===== config.mk =====
export PLATFORM = sky130hd
export DESIGN_NAME = fppm_pin_mux
export DESIGN_NICKNAME = d
export VERILOG_FILES = /design/src/design/fppm_pin_mux.v /design/src/design/fppm_pin_cell.v /design/src/design/fppm_pol_in.v
export VERILOG_INCLUDE_DIRS = /design/src /design/src/design
export SDC_FILE = /design/constraint.sdc
export NUM_CORES = 1
export LEC_CHECK = 0
export ABC_CLOCK_PERIOD_IN_PS = 1700
export BUFFER_PORTS_ARGS = -buffer_cell sky130_fd_sc_hd__buf_2
export CAP_MARGIN = 20
export CORE_MARGIN = 8
export CORE_UTILIZATION = 35
export DETAILED_ROUTE_END_ITERATION = 6
export HOLD_SLACK_MARGIN = 0.03
export MAX_ROUTING_LAYER = met4
export PLACE_DENSITY = 0.77
export SLEW_MARGIN = 10
export SYNTH_ARGS = -nofsm -noshare
export SYNTH_HDL_FRONTEND = slang
export SYNTH_SLANG_ARGS = --single-unit

===== constraint.sdc =====
create_clock -name i_mclk -period 1.7 [get_ports i_mclk]
set_clock_uncertainty 0.2 [all_clocks]
set_input_delay 0.255 -clock i_mclk [delete_from_list [all_inputs] [get_ports i_mclk]]
set_output_delay 0.255 -clock i_mclk [all_outputs]
set_load 0.05 [all_outputs]

===== src/design/fppm_map.vh =====
`ifndef FPPM_MAP_VH
`define FPPM_MAP_VH
// ----------------------------------------
// interface mode field encodings
// ----------------------------------------
`define FPPM_IFMODE_W        2
`define FPPM_IFMODE_PORTS    2'h0
`define FPPM_IFMODE_RSVD     2'h1
`define FPPM_IFMODE_WAVE     2'h2
`define FPPM_IFMODE_FIFO     2'h3
// ----------------------------------------
// configuration bit positions
// ----------------------------------------
`define FPPM_POL_PACKET_COMMIT_IN_BIT  5
`define FPPM_POL_OE_BIT      4
`define FPPM_POL_W           6
`define FPPM_PACFG_PA7_BIT   7
`define FPPM_PACFG_W         8
`define FPPM_EPCFG_WIDE_BIT  0
// ----------------------------------------
// reset values
// ----------------------------------------
`define FPPM_RST_BYTE        8'h00
`define FPPM_RST_BIT         1'b0
`endif


===== src/design/fppm_pin_mux.v =====
// Operation
// RULE1 - mode field routes porta 4-6, port b
// RULE2 - port function is bidirectional port bit
// RULE3 - two address selects choose fifo
// RULE4 - packet commit input commits selected fifo
// RULE5 - packet commit polarity is polarity bit 5
// RULE6 - porta bit7: port, flag d, chip select
// RULE7 - flag d drives programmable fifo status
// RULE8 - deasserted chip select gates all strobes
// RULE9 - port b carries data bits 0-7
// RULE10 - port d carries upper data when wide
// RULE11 - flag b defaults to selected fifo full
// RULE12 - output enable polarity is polarity bit 4
// RULE13 - reset leaves pins as port inputs
`include "fppm_map.vh"
module fppm_pin_mux #(
  parameter NFIFO  = 4,
  parameter DWID   = 16,
  parameter PD_W   = 5
) (
  // clock and reset
  input  wire                       i_mclk,
  input  wire                       i_rstn,
  // configuration
  input  wire [`FPPM_IFMODE_W-1:0]  i_interface_config,
  input  wire [`FPPM_PACFG_W-1:0]   i_port_a_config,
  input  wire [`FPPM_POL_W-1:0]     i_fifo_pin_polarity,
  input  wire [NFIFO-1:0]           i_endpoint_fifo_config_wide,
  // port logic side
  input  wire [3:0]                 i_porta_out,
  input  wire [3:0]                 i_porta_oe,
  input  wire [7:0]                 i_portb_out,
  input  wire [7:0]                 i_portb_oe,
  input  wire [PD_W-1:0]            i_portd_out,
  input  wire [PD_W-1:0]            i_portd_oe,
  output reg  [3:0]                 o_porta_in,
  output reg  [7:0]                 o_portb_in,
  output reg  [PD_W-1:0]            o_portd_in,
  // fifo core side
  input  wire [NFIFO-1:0]           i_fifo_full,
  input  wire [NFIFO-1:0]           i_flag_d_status,
  input  wire                       i_fifo_oe_pin,
  input  wire                       i_fifo_drive,
  input  wire [7+PD_W:0]            i_fifo_wdata,
  output reg  [1:0]                 o_fifo_sel,
  output reg                        o_packet_commit,
  output reg                        o_fifo_out_enable,
  output reg                        o_chip_selected,
  output reg                        o_fifo_status_flag_b,
  output reg  [7+PD_W:0]            o_fifo_rdata,
  output reg                        o_wide_active,
  // pads
  input  wire [3:0]                 i_porta_pad,
  output wire [3:0]                 o_porta_pad,
  output wire [3:0]                 o_porta_pad_oe,
  input  wire [7:0]                 i_portb_pad,
  output wire [7:0]                 o_portb_pad,
  output wire [7:0]                 o_portb_pad_oe,
  input  wire [PD_W-1:0]            i_portd_pad,
  output wire [PD_W-1:0]            o_portd_pad,
  output wire [PD_W-1:0]            o_portd_pad_oe
);
  // ----------------------------------------
  // mode decode
  // ----------------------------------------
  localparam ST_PORT = 3'b001;
  localparam ST_WAVE = 3'b010;
  localparam ST_FIFO = 3'b100;

  reg [2:0] state_reg;
  reg [2:0] state_next;

  always @*
  begin
    case (i_interface_config)                                   // [RULE1]
      `FPPM_IFMODE_FIFO: state_next = ST_FIFO;
      `FPPM_IFMODE_WAVE: state_next = ST_WAVE;
      default:           state_next = ST_PORT;
    endcase
  end

  always @(posedge i_mclk or negedge i_rstn)
  begin
    if (!i_rstn)
      state_reg <= ST_PORT;                                     // [RULE13]
    else
      state_reg <= state_next;
  end

  wire fifo_mode = state_reg[2];
  wire data_mode = state_reg[2] | state_reg[1];                 // [RULE9]
  wire pa7_alt   = i_port_a_config[`FPPM_PACFG_PA7_BIT];
  wire pa7_cs    = fifo_mode & ~pa7_alt;                        // [RULE6]
  wire pa7_flag  = fifo_mode & pa7_alt;                         // [RULE6]

  // ----------------------------------------
  // sampled pin inputs
  // ----------------------------------------
  wire [3:0]      pa_in;
  wire [7:0]      pb_in;
  wire [PD_W-1:0] pd_in;
  wire [1:0]      addr_sel = pa_in[1:0];
  wire            commit_act;
  wire            oe_act;
  wire            cs_active = ~pa7_cs | ~pa_in[3];              // [RULE8]
  wire            wide_sel  = i_endpoint_fifo_config_wide[addr_sel];
  wire            wide_now  = fifo_mode & wide_sel;             // [RULE10]
  reg             flag_d;

  fppm_pol_in u_commit_pol (
    .i_mclk     (i_mclk),
    .i_rstn     (i_rstn),
    .i_raw      (pa_in[2]),
    .i_act_high (i_fifo_pin_polarity[`FPPM_POL_PACKET_COMMIT_IN_BIT]),    // [RULE5]
    .o_active   (commit_act)
  );

  fppm_pol_in u_oe_pol (
    .i_mclk     (i_mclk),
    .i_rstn     (i_rstn),
    .i_raw      (i_fifo_oe_pin),
    .i_act_high (i_fifo_pin_polarity[`FPPM_POL_OE_BIT]),        // [RULE12]
    .o_active   (oe_act)
  );

  always @*
  begin
    flag_d = i_flag_d_status[addr_sel];                         // [RULE7]
  end

  // ----------------------------------------
  // pin cells
  // ----------------------------------------
  genvar g;
  generate
    for (g = 0; g < 4; g = g + 1)
    begin : g_pa
      wire alt = (g == 3) ? (pa7_cs | pa7_flag) : fifo_mode;    // [RULE1] [RULE6]
      fppm_pin_cell u_cell (
        .i_mclk     (i_mclk),
        .i_rstn     (i_rstn),
        .i_alt_sel  (alt),
        .i_port_out (i_porta_out[g]),                           // [RULE2]
        .i_port_oe  (i_porta_oe[g]),
        .i_alt_out  ((g == 3) ? flag_d : 1'b0),
        .i_alt_oe   ((g == 3) ? pa7_flag : 1'b0),               // [RULE3] [RULE7]
        .i_pad_in   (i_porta_pad[g]),
        .o_pad_out  (o_porta_pad[g]),
        .o_pad_oe   (o_porta_pad_oe[g]),
        .o_in       (pa_in[g])
      );
    end
    for (g = 0; g < 8; g = g + 1)
    begin : g_pb
      fppm_pin_cell u_cell (
        .i_mclk     (i_mclk),
        .i_rstn     (i_rstn),
        .i_alt_sel  (data_mode),                                // [RULE9]
        .i_port_out (i_portb_out[g]),                           // [RULE2]
        .i_port_oe  (i_portb_oe[g]),
        .i_alt_out  (i_fifo_wdata[g]),
        .i_alt_oe   (i_fifo_drive & cs_active & oe_act),        // [RULE8]
        .i_pad_in   (i_portb_pad[g]),
        .o_pad_out  (o_portb_pad[g]),
        .o_pad_oe   (o_portb_pad_oe[g]),
        .o_in       (pb_in[g])
      );
    end
    for (g = 0; g < PD_W; g = g + 1)
    begin : g_pd
      fppm_pin_cell u_cell (
        .i_mclk     (i_mclk),
        .i_rstn     (i_rstn),
        .i_alt_sel  (wide_now),                                 // [RULE10]
        .i_port_out (i_portd_out[g]),                           // [RULE2]
        .i_port_oe  (i_portd_oe[g]),
        .i_alt_out  (i_fifo_wdata[8+g]),
        .i_alt_oe   (i_fifo_drive & cs_active & oe_act),        // [RULE8]
        .i_pad_in   (i_portd_pad[g]),
        .o_pad_out  (o_portd_pad[g]),
        .o_pad_oe   (o_portd_pad_oe[g]),
        .o_in       (pd_in[g])
      );
    end
  endgenerate

  // ----------------------------------------
  // registered outputs
  // ----------------------------------------
  always @(posedge i_mclk or negedge i_rstn)
  begin
    if (!i_rstn)
    begin
      o_porta_in           <= 4'h0;
      o_portb_in           <= 8'h00;
      o_portd_in           <= {PD_W{1'b0}};
      o_fifo_sel           <= 2'h0;
      o_packet_commit      <= 1'b0;
      o_fifo_out_enable    <= 1'b0;
      o_chip_selected      <= 1'b0;
      o_fifo_status_flag_b <= 1'b0;
      o_fifo_rdata         <= {(8+PD_W){1'b0}};
      o_wide_active        <= 1'b0;
    end
    else
    begin
      o_porta_in           <= pa_in;
      o_portb_in           <= pb_in;
      o_portd_in           <= pd_in;
      o_fifo_sel           <= fifo_mode ? addr_sel : 2'h0;      // [RULE3]
      o_packet_commit      <= fifo_mode & cs_active & commit_act; // [RULE4] [RULE8]
      o_fifo_out_enable    <= fifo_mode & cs_active & oe_act;   // [RULE8] [RULE12]
      o_chip_selected      <= fifo_mode & cs_active;
      o_fifo_status_flag_b <= i_fifo_full[addr_sel];            // [RULE11]
      o_fifo_rdata         <= {wide_now ? pd_in : {PD_W{1'b0}}, pb_in};
      o_wide_active        <= wide_now;
    end
  end
endmodule // fppm_pin_mux


===== src/design/fppm_pin_cell.v =====
// generic muxed pin: port function or alternate function
module fppm_pin_cell (
  // clock and reset
  input  wire i_mclk,
  input  wire i_rstn,
  // selection
  input  wire i_alt_sel,
  // port function
  input  wire i_port_out,
  input  wire i_port_oe,
  // alternate function
  input  wire i_alt_out,
  input  wire i_alt_oe,
  // pad
  input  wire i_pad_in,
  output wire o_pad_out,
  output wire o_pad_oe,
  output wire o_in
);
  reg out_reg;
  reg oe_reg;
  reg in_reg;

  always @(posedge i_mclk or negedge i_rstn)
  begin
    if (!i_rstn)
    begin
      out_reg <= 1'b0;
      oe_reg  <= 1'b0;
      in_reg  <= 1'b0;
    end
    else
    begin
      out_reg <= i_alt_sel ? i_alt_out : i_port_out;
      oe_reg  <= i_alt_sel ? i_alt_oe : i_port_oe;
      in_reg  <= i_pad_in;
    end
  end

  assign o_pad_out = out_reg;
  assign o_pad_oe  = oe_reg;
  assign o_in      = in_reg;
endmodule // fppm_pin_cell


===== src/design/fppm_pol_in.v =====
// programmable-polarity input, returns active-high level
module fppm_pol_in (
  input  wire i_mclk,
  input  wire i_rstn,
  input  wire i_raw,
  input  wire i_act_high,
  output wire o_active
);
  reg act_reg;

  always @(posedge i_mclk or negedge i_rstn)
  begin
    if (!i_rstn)
      act_reg <= 1'b0;
    else
      act_reg <= i_act_high ? i_raw : ~i_raw;
  end

  assign o_active = act_reg;
endmodule // fppm_pol_in


# == Yosys cells after proc, flatten, opt, wreduce, memory -nomap -nowiden ==
# Cells that the tools add are included.
# word_totals
ff_bits,93
in_bits,96
output_inout_bits,71
word_cells,128
# classes
order_cmp,1
eq_ne,2
muxes,45
n_bitwise,16
# ops
operator,count
2-to-1 mux 1 bit,39
AND 1 bit,8
binary-select mux 1 bit (select 2 bit),3
one-hot mux 3 bit (2 select lines),1
2-to-1 mux 5 bit,1
NOT 1 bit,5
equality test 2 bit (second input constant),2
less-than comparator 2 x 3 -> 1 bit (second input constant),1
bitwise OR 1 bit,3
2-to-1 mux 2 bit,1

# == Logic depth before layout (Yosys ltp) ==
# logic_depth
depth_word,7
mapped_depth,5
depth_no_buf,3

# == Modules after synthesis ==
# From an unflattened synthesis, not the netlist that was laid out.
# hier_totals
cells_unflattened,166
hier_area_um2,2829.0
# by_module_without_submodules
module,n_inst,cells_each,area_per_inst_um2
fppm_pin_cell,17,5,97.6
fppm_pin_mux,1,77,1102.3
fppm_pol_in,2,2,33.8

# == Least setup slack after synthesis ==
# No wires, ideal clock.
# synth_timing
path_type,register -> register
start,register g_pa[0].u_cell.in_reg
end,register g_pd[1].u_cell.out_reg
t_arrival_ns,1.241
slack_ns,0.134
stages_incl_launch_ff,5
period_less_slack_ns,1.566
cell_sequence,dfrtp_1 > buf_6 > mux2i_1 > o22ai_4 > mux2_2
# synth_between
elab_chain_cells,4
# synth_rtl
item,line,source
from (decl),fppm_pin_cell.v:22,reg in_reg;
from (signal assigned),fppm_pin_cell.v:36,in_reg <= i_pad_in;
binary-select mux 1 bit (select 2 bit),fppm_pin_mux.v:106,wire wide_sel = i_endpoint_fifo_config_wide[addr_sel];
2-to-1 mux 1 bit (not written as such),fppm_pin_mux.v:106,
AND 1 bit,fppm_pin_mux.v:107,wire wide_now = fifo_mode & wide_sel;
2-to-1 mux 1 bit,fppm_pin_cell.v:34,out_reg <= i_alt_sel ? i_alt_out : i_port_out;
to (signal assigned),fppm_pin_cell.v:34,
to (decl),fppm_pin_cell.v:20,reg out_reg;
# No other way between the ends. The select of a mux whose other input is x is not followed.

# == Worst setup path after layout ==
# layout_timing
start,register g_pa[0].u_cell.in_reg
end,register g_pd[2].u_cell.oe_reg
# layout_between
elab_chain_cells,4
# layout_rtl
item,line,source
binary-select mux 1 bit (select 2 bit),fppm_pin_mux.v:106,
2-to-1 mux 1 bit (not written as such),fppm_pin_mux.v:106,
AND 1 bit,fppm_pin_mux.v:107,
2-to-1 mux 1 bit,fppm_pin_cell.v:35,oe_reg <= i_alt_sel ? i_alt_oe : i_port_oe;
to (signal assigned),fppm_pin_cell.v:35,
to (decl),fppm_pin_cell.v:21,reg oe_reg;
# No other way between the ends. The select of a mux whose other input is x is not followed.

==> results.txt <==
167 I/O pins were placed. Synthesis inferred 84 register bits. Dividing the detail-routed via count by the number of cells gives 4.222.

The tools report the final max-slew violation count as 0. TritonCTS built the clock tree. In this run the critical register-to-register path is launched from g_pa[0].u_cell.o_in. The peak fanout along the critical path works out to 7.

The width of the die came out at 108.9 um. The first routing iteration left 40 violations. The run finished with clean final reports. The count of nets left with antenna violations once routing finished came out at 0. The smallest clock period supported by the final layout is computed as 1.637 ns.

Die extent in y: 108.9 um. Number of I/O port buffers: 155. The logs give 84 for the clock sink count and 0.34 ns for the clock latency reported for the late side of the worst-skew pair. The number of antenna violations at the first check in global routing came out at 0. The first global-routing pass estimated 12,160 um of wire.

The critical path starts at g_pa[0].u_cell.o_in. STA classifies the critical path startpoint as a flop. Ranked by total cell area, the synthesized netlist is headed by sky130_fd_sc_hd__dfrtp_1, sky130_fd_sc_hd__buf_4, sky130_fd_sc_hd__mux2_2.

After detailed routing, the total wire length is 7982 um. The run gives 45 as the largest net degree at the start of global routing. The top cell types in the final layout, fill and taps aside, are sky130_fd_sc_hd__buf_2, sky130_fd_sc_hd__dfrtp_1, sky130_fd_sc_hd__dlygate4sd3_1.

The delay of the slowest cell on the worst path came out at 0.45 ns. The most crowded layer after global routing is met2. For this design the static power due to leakage is 2.400 nW.

The gate count after technology mapping is 197, and the final cycle utilization of the critical path is 0.9630. The logs give 0.2457 for the fraction of met2 tracks used by global routing and 0 for the count of final setup violators. Among the stages of the critical path, the cell type that occurs most often is sky130_fd_sc_hd__mux2i_2. The run gives 0 as the number of warning messages in the yosys log. The logs give 5239 um for the sum of net half-perimeters after detailed placement and 0.6857 for the placer's final routability congestion estimate. The number of design rule violations left after detail routing came out at 0. The library cell with the largest summed area after synthesis is sky130_fd_sc_hd__dfrtp_1. STA classifies the critical path endpoint as a flop. The internal power of the cells totals 0.003044 W. The total power divided by cell area works out to 954.3 mW/mm^2.

Counting distinct cell types in the post-synthesis netlist gives 21. The first-pass iteration count of the detailed router is 4. For the final-layout worst hold slack, the log shows 0.1344 ns. The run gives 0 as the number of hold violations in the final report.

The run gives 0.7143 as the worst max-slew margin expressed relative to the limit. The via count of the first global-routing pass came out at 2,556. The part of the power in combinational logic was 0.222; the detailed-route via count was 2,187.

When the netlist entered floorplanning its net count stood at 293. The arrival time reported for the critical path endpoint is 1.70 ns, and the signed area change from the synthesized netlist to the final layout is 54.35%. The average cell area after synthesis came out at 15.34 um^2.

The net count of the finished layout is 500. The portion of total power attributed to sequential cells is 0.486, and the number of placement rows is 34. In this run the deepest clock path goes through 2 buffers. The global-route total usage across every layer is 0.1403, and the data required time at the worst endpoint is 1.76 ns. Path category of the worst min-delay check: primary input to async pin.

The switching part of the total power works out to 0.3164. Traced cell by cell, the critical path runs through mux2i_2 -> o22ai_4 -> buf_6 -> mux2i_2. The H-tree generated during clock tree synthesis spans 3 levels.

The met3 track utilization from global routing is 0.03664, and the wire length per cell after detailed routing is 15.41 um. Setup repair after global routing could not meet its margin everywhere. The run gives 0.01187 mm^2 as the full die area. VDD sags by at most 0.4182 mV. The cell area after synthesis came out at 0.003023 mm^2.

By startpoint and endpoint, the worst setup path is classified as flop to flop. TritonCTS created 9 clock buffers. The final core area utilization was 0.5457. After clock tree synthesis, the clock-pin slew on the worst setup and hold paths is 0.09 ns. Static timing analysis puts the maximum clock frequency at 610.8 MHz.

The area share of the leading cell type in the synthesized netlist was 0.6954. For the starting density of the core, the log shows 0.3535. For the met1 demand-to-capacity share in global routing, the log shows 0.1435.

For the pin with the worst max-slew slack, the measured transition is 0.4285 ns. The buffer type at the clock tree root was sky130_fd_sc_hd__clkbuf_8. The total congestion overflow was 0. On the critical path, the stage with the largest delay is an instance of sky130_fd_sc_hd__dfrtp_2.

For the net switching power figure, the log shows 0.001409 W. The tool flagged a number of max-cap violations equal to 0. The proportion of layout cells with a drive suffix above 1 is 0.5061, and the share of the yosys chip area belonging to registers is 0.6954. The filler cell count in the final layout was 729. In this run the standard cell core region covers 0.008551 mm^2.

The relative contribution of the clock network to total power came out at 0.292. The library cell used most frequently in the layout, excluding fill and tap cells, is sky130_fd_sc_hd__buf_2.
==> metal layers <==
metal	part of all wire	vias to the layer above
met1	0.36	1056
met3	0.088	18
met4	0.022	0
li1	-	1010
met2	0.53	103
met5	0	-
==> power by group through the flow <==
stage               combinational (W)  clock (W)  sequential (W)
floorplan                    0.000531          0         0.00232
global placement             0.000824          0         0.00220
detailed placement           0.000837          0         0.00221
CTS                          0.000977    0.00137         0.00217
global route                  0.00104    0.00145         0.00218
finish                       0.000987    0.00130         0.00216
==> through the flow <==
stage          cell area, um^2    TNS, ns  cells  total power, W  setup WS [ns]
2_1_floorplan             3023          0    197        0.002849         0.1342
5_1_grt                   4663   -0.04230    517        0.004673       -0.02173
6_report                  4666          0    518        0.004452        0.06287
3_5_place_dp              3675  -0.002104    422        0.003043      -0.002104
3_3_place_gp              3675          0    422        0.003023        0.05494
4_1_cts                   4629          0    514        0.004515        0.01848
==> synthesized netlist by cell type, drive strengths merged <==
library cell,number
a21o,8
nor2b,7
mux2,15
nand2,3
xnor2,2
buf,46
nand2b,1
mux4,2
mux2i,7
clkbuf,1
a31o,1
and3,2
nor2,1
dfrtp,84
and2,8
inv,7
a311oi,1
o22ai,1
==> final timing paths <==
| check | endpoint | depth (start not counted) | slack [ns] |
|---|---|---|---|
| max | g_pd[2].u_cell.o_pad_oe | 4 | 0.06 |
| min | o_portb_in[0] | 2 | 0.13 |
| max reg2reg | g_pd[2].u_cell.o_pad_oe | 4 | 0.06 |
| min reg2reg | o_portb_in[5] | 0 | 0.15 |
| max in group asynchronous | state_reg[2] | 3 | 0.59 |
| min in group i_mclk | o_portb_in[5] | 0 | 0.15 |
==> layout make-up <==
cell class	count	area [um^2]	area share
Sequential cell	84	2105	0.4511
Timing Repair Buffer	243	1655	0.3548
Multi-Input combinational cell	59	559.3	0.1199
Tap cell	108	135.1	0.02896
Clock buffer	9	123.9	0.02655
Clock inverter	7	58.81	0.01260
Inverter	7	26.28	0.005632
Antenna cell	1	2.502	0.0005363
==> cell families (layout without fill, tap and decap cells) <==
kind of cell	count (synthesis)	in the layout	share of synthesized area
flip-flops	84	84	0.6954
buffers and inverters	54	266	0.1258
multiplexers	24	24	0.09396
AND/OR/NAND/NOR	22	22	0.04470
AO/OA/AOI/OAI	11	11	0.03435
XOR/XNOR	2	2	0.005796
other	0	1	0
==> timing repair <==
action	CTS	global route
hold buffers	76	0
pin swaps	0	1
setup buffers	0	2
endpoints found under the setup margin	6	16
gates resized for setup	1	5
hold endpoints to repair	140	0
cloned	0	1
==> worst max-delay path: cells and delay by family, from the launching register on <==
family,cells,cell delay (ns)
buffers and inverters,1,0.19
muxes,2,0.40
DFF,1,0.45
AOI/OAI and AO/OA,1,0.31
(Power assumes the default switching activity.)
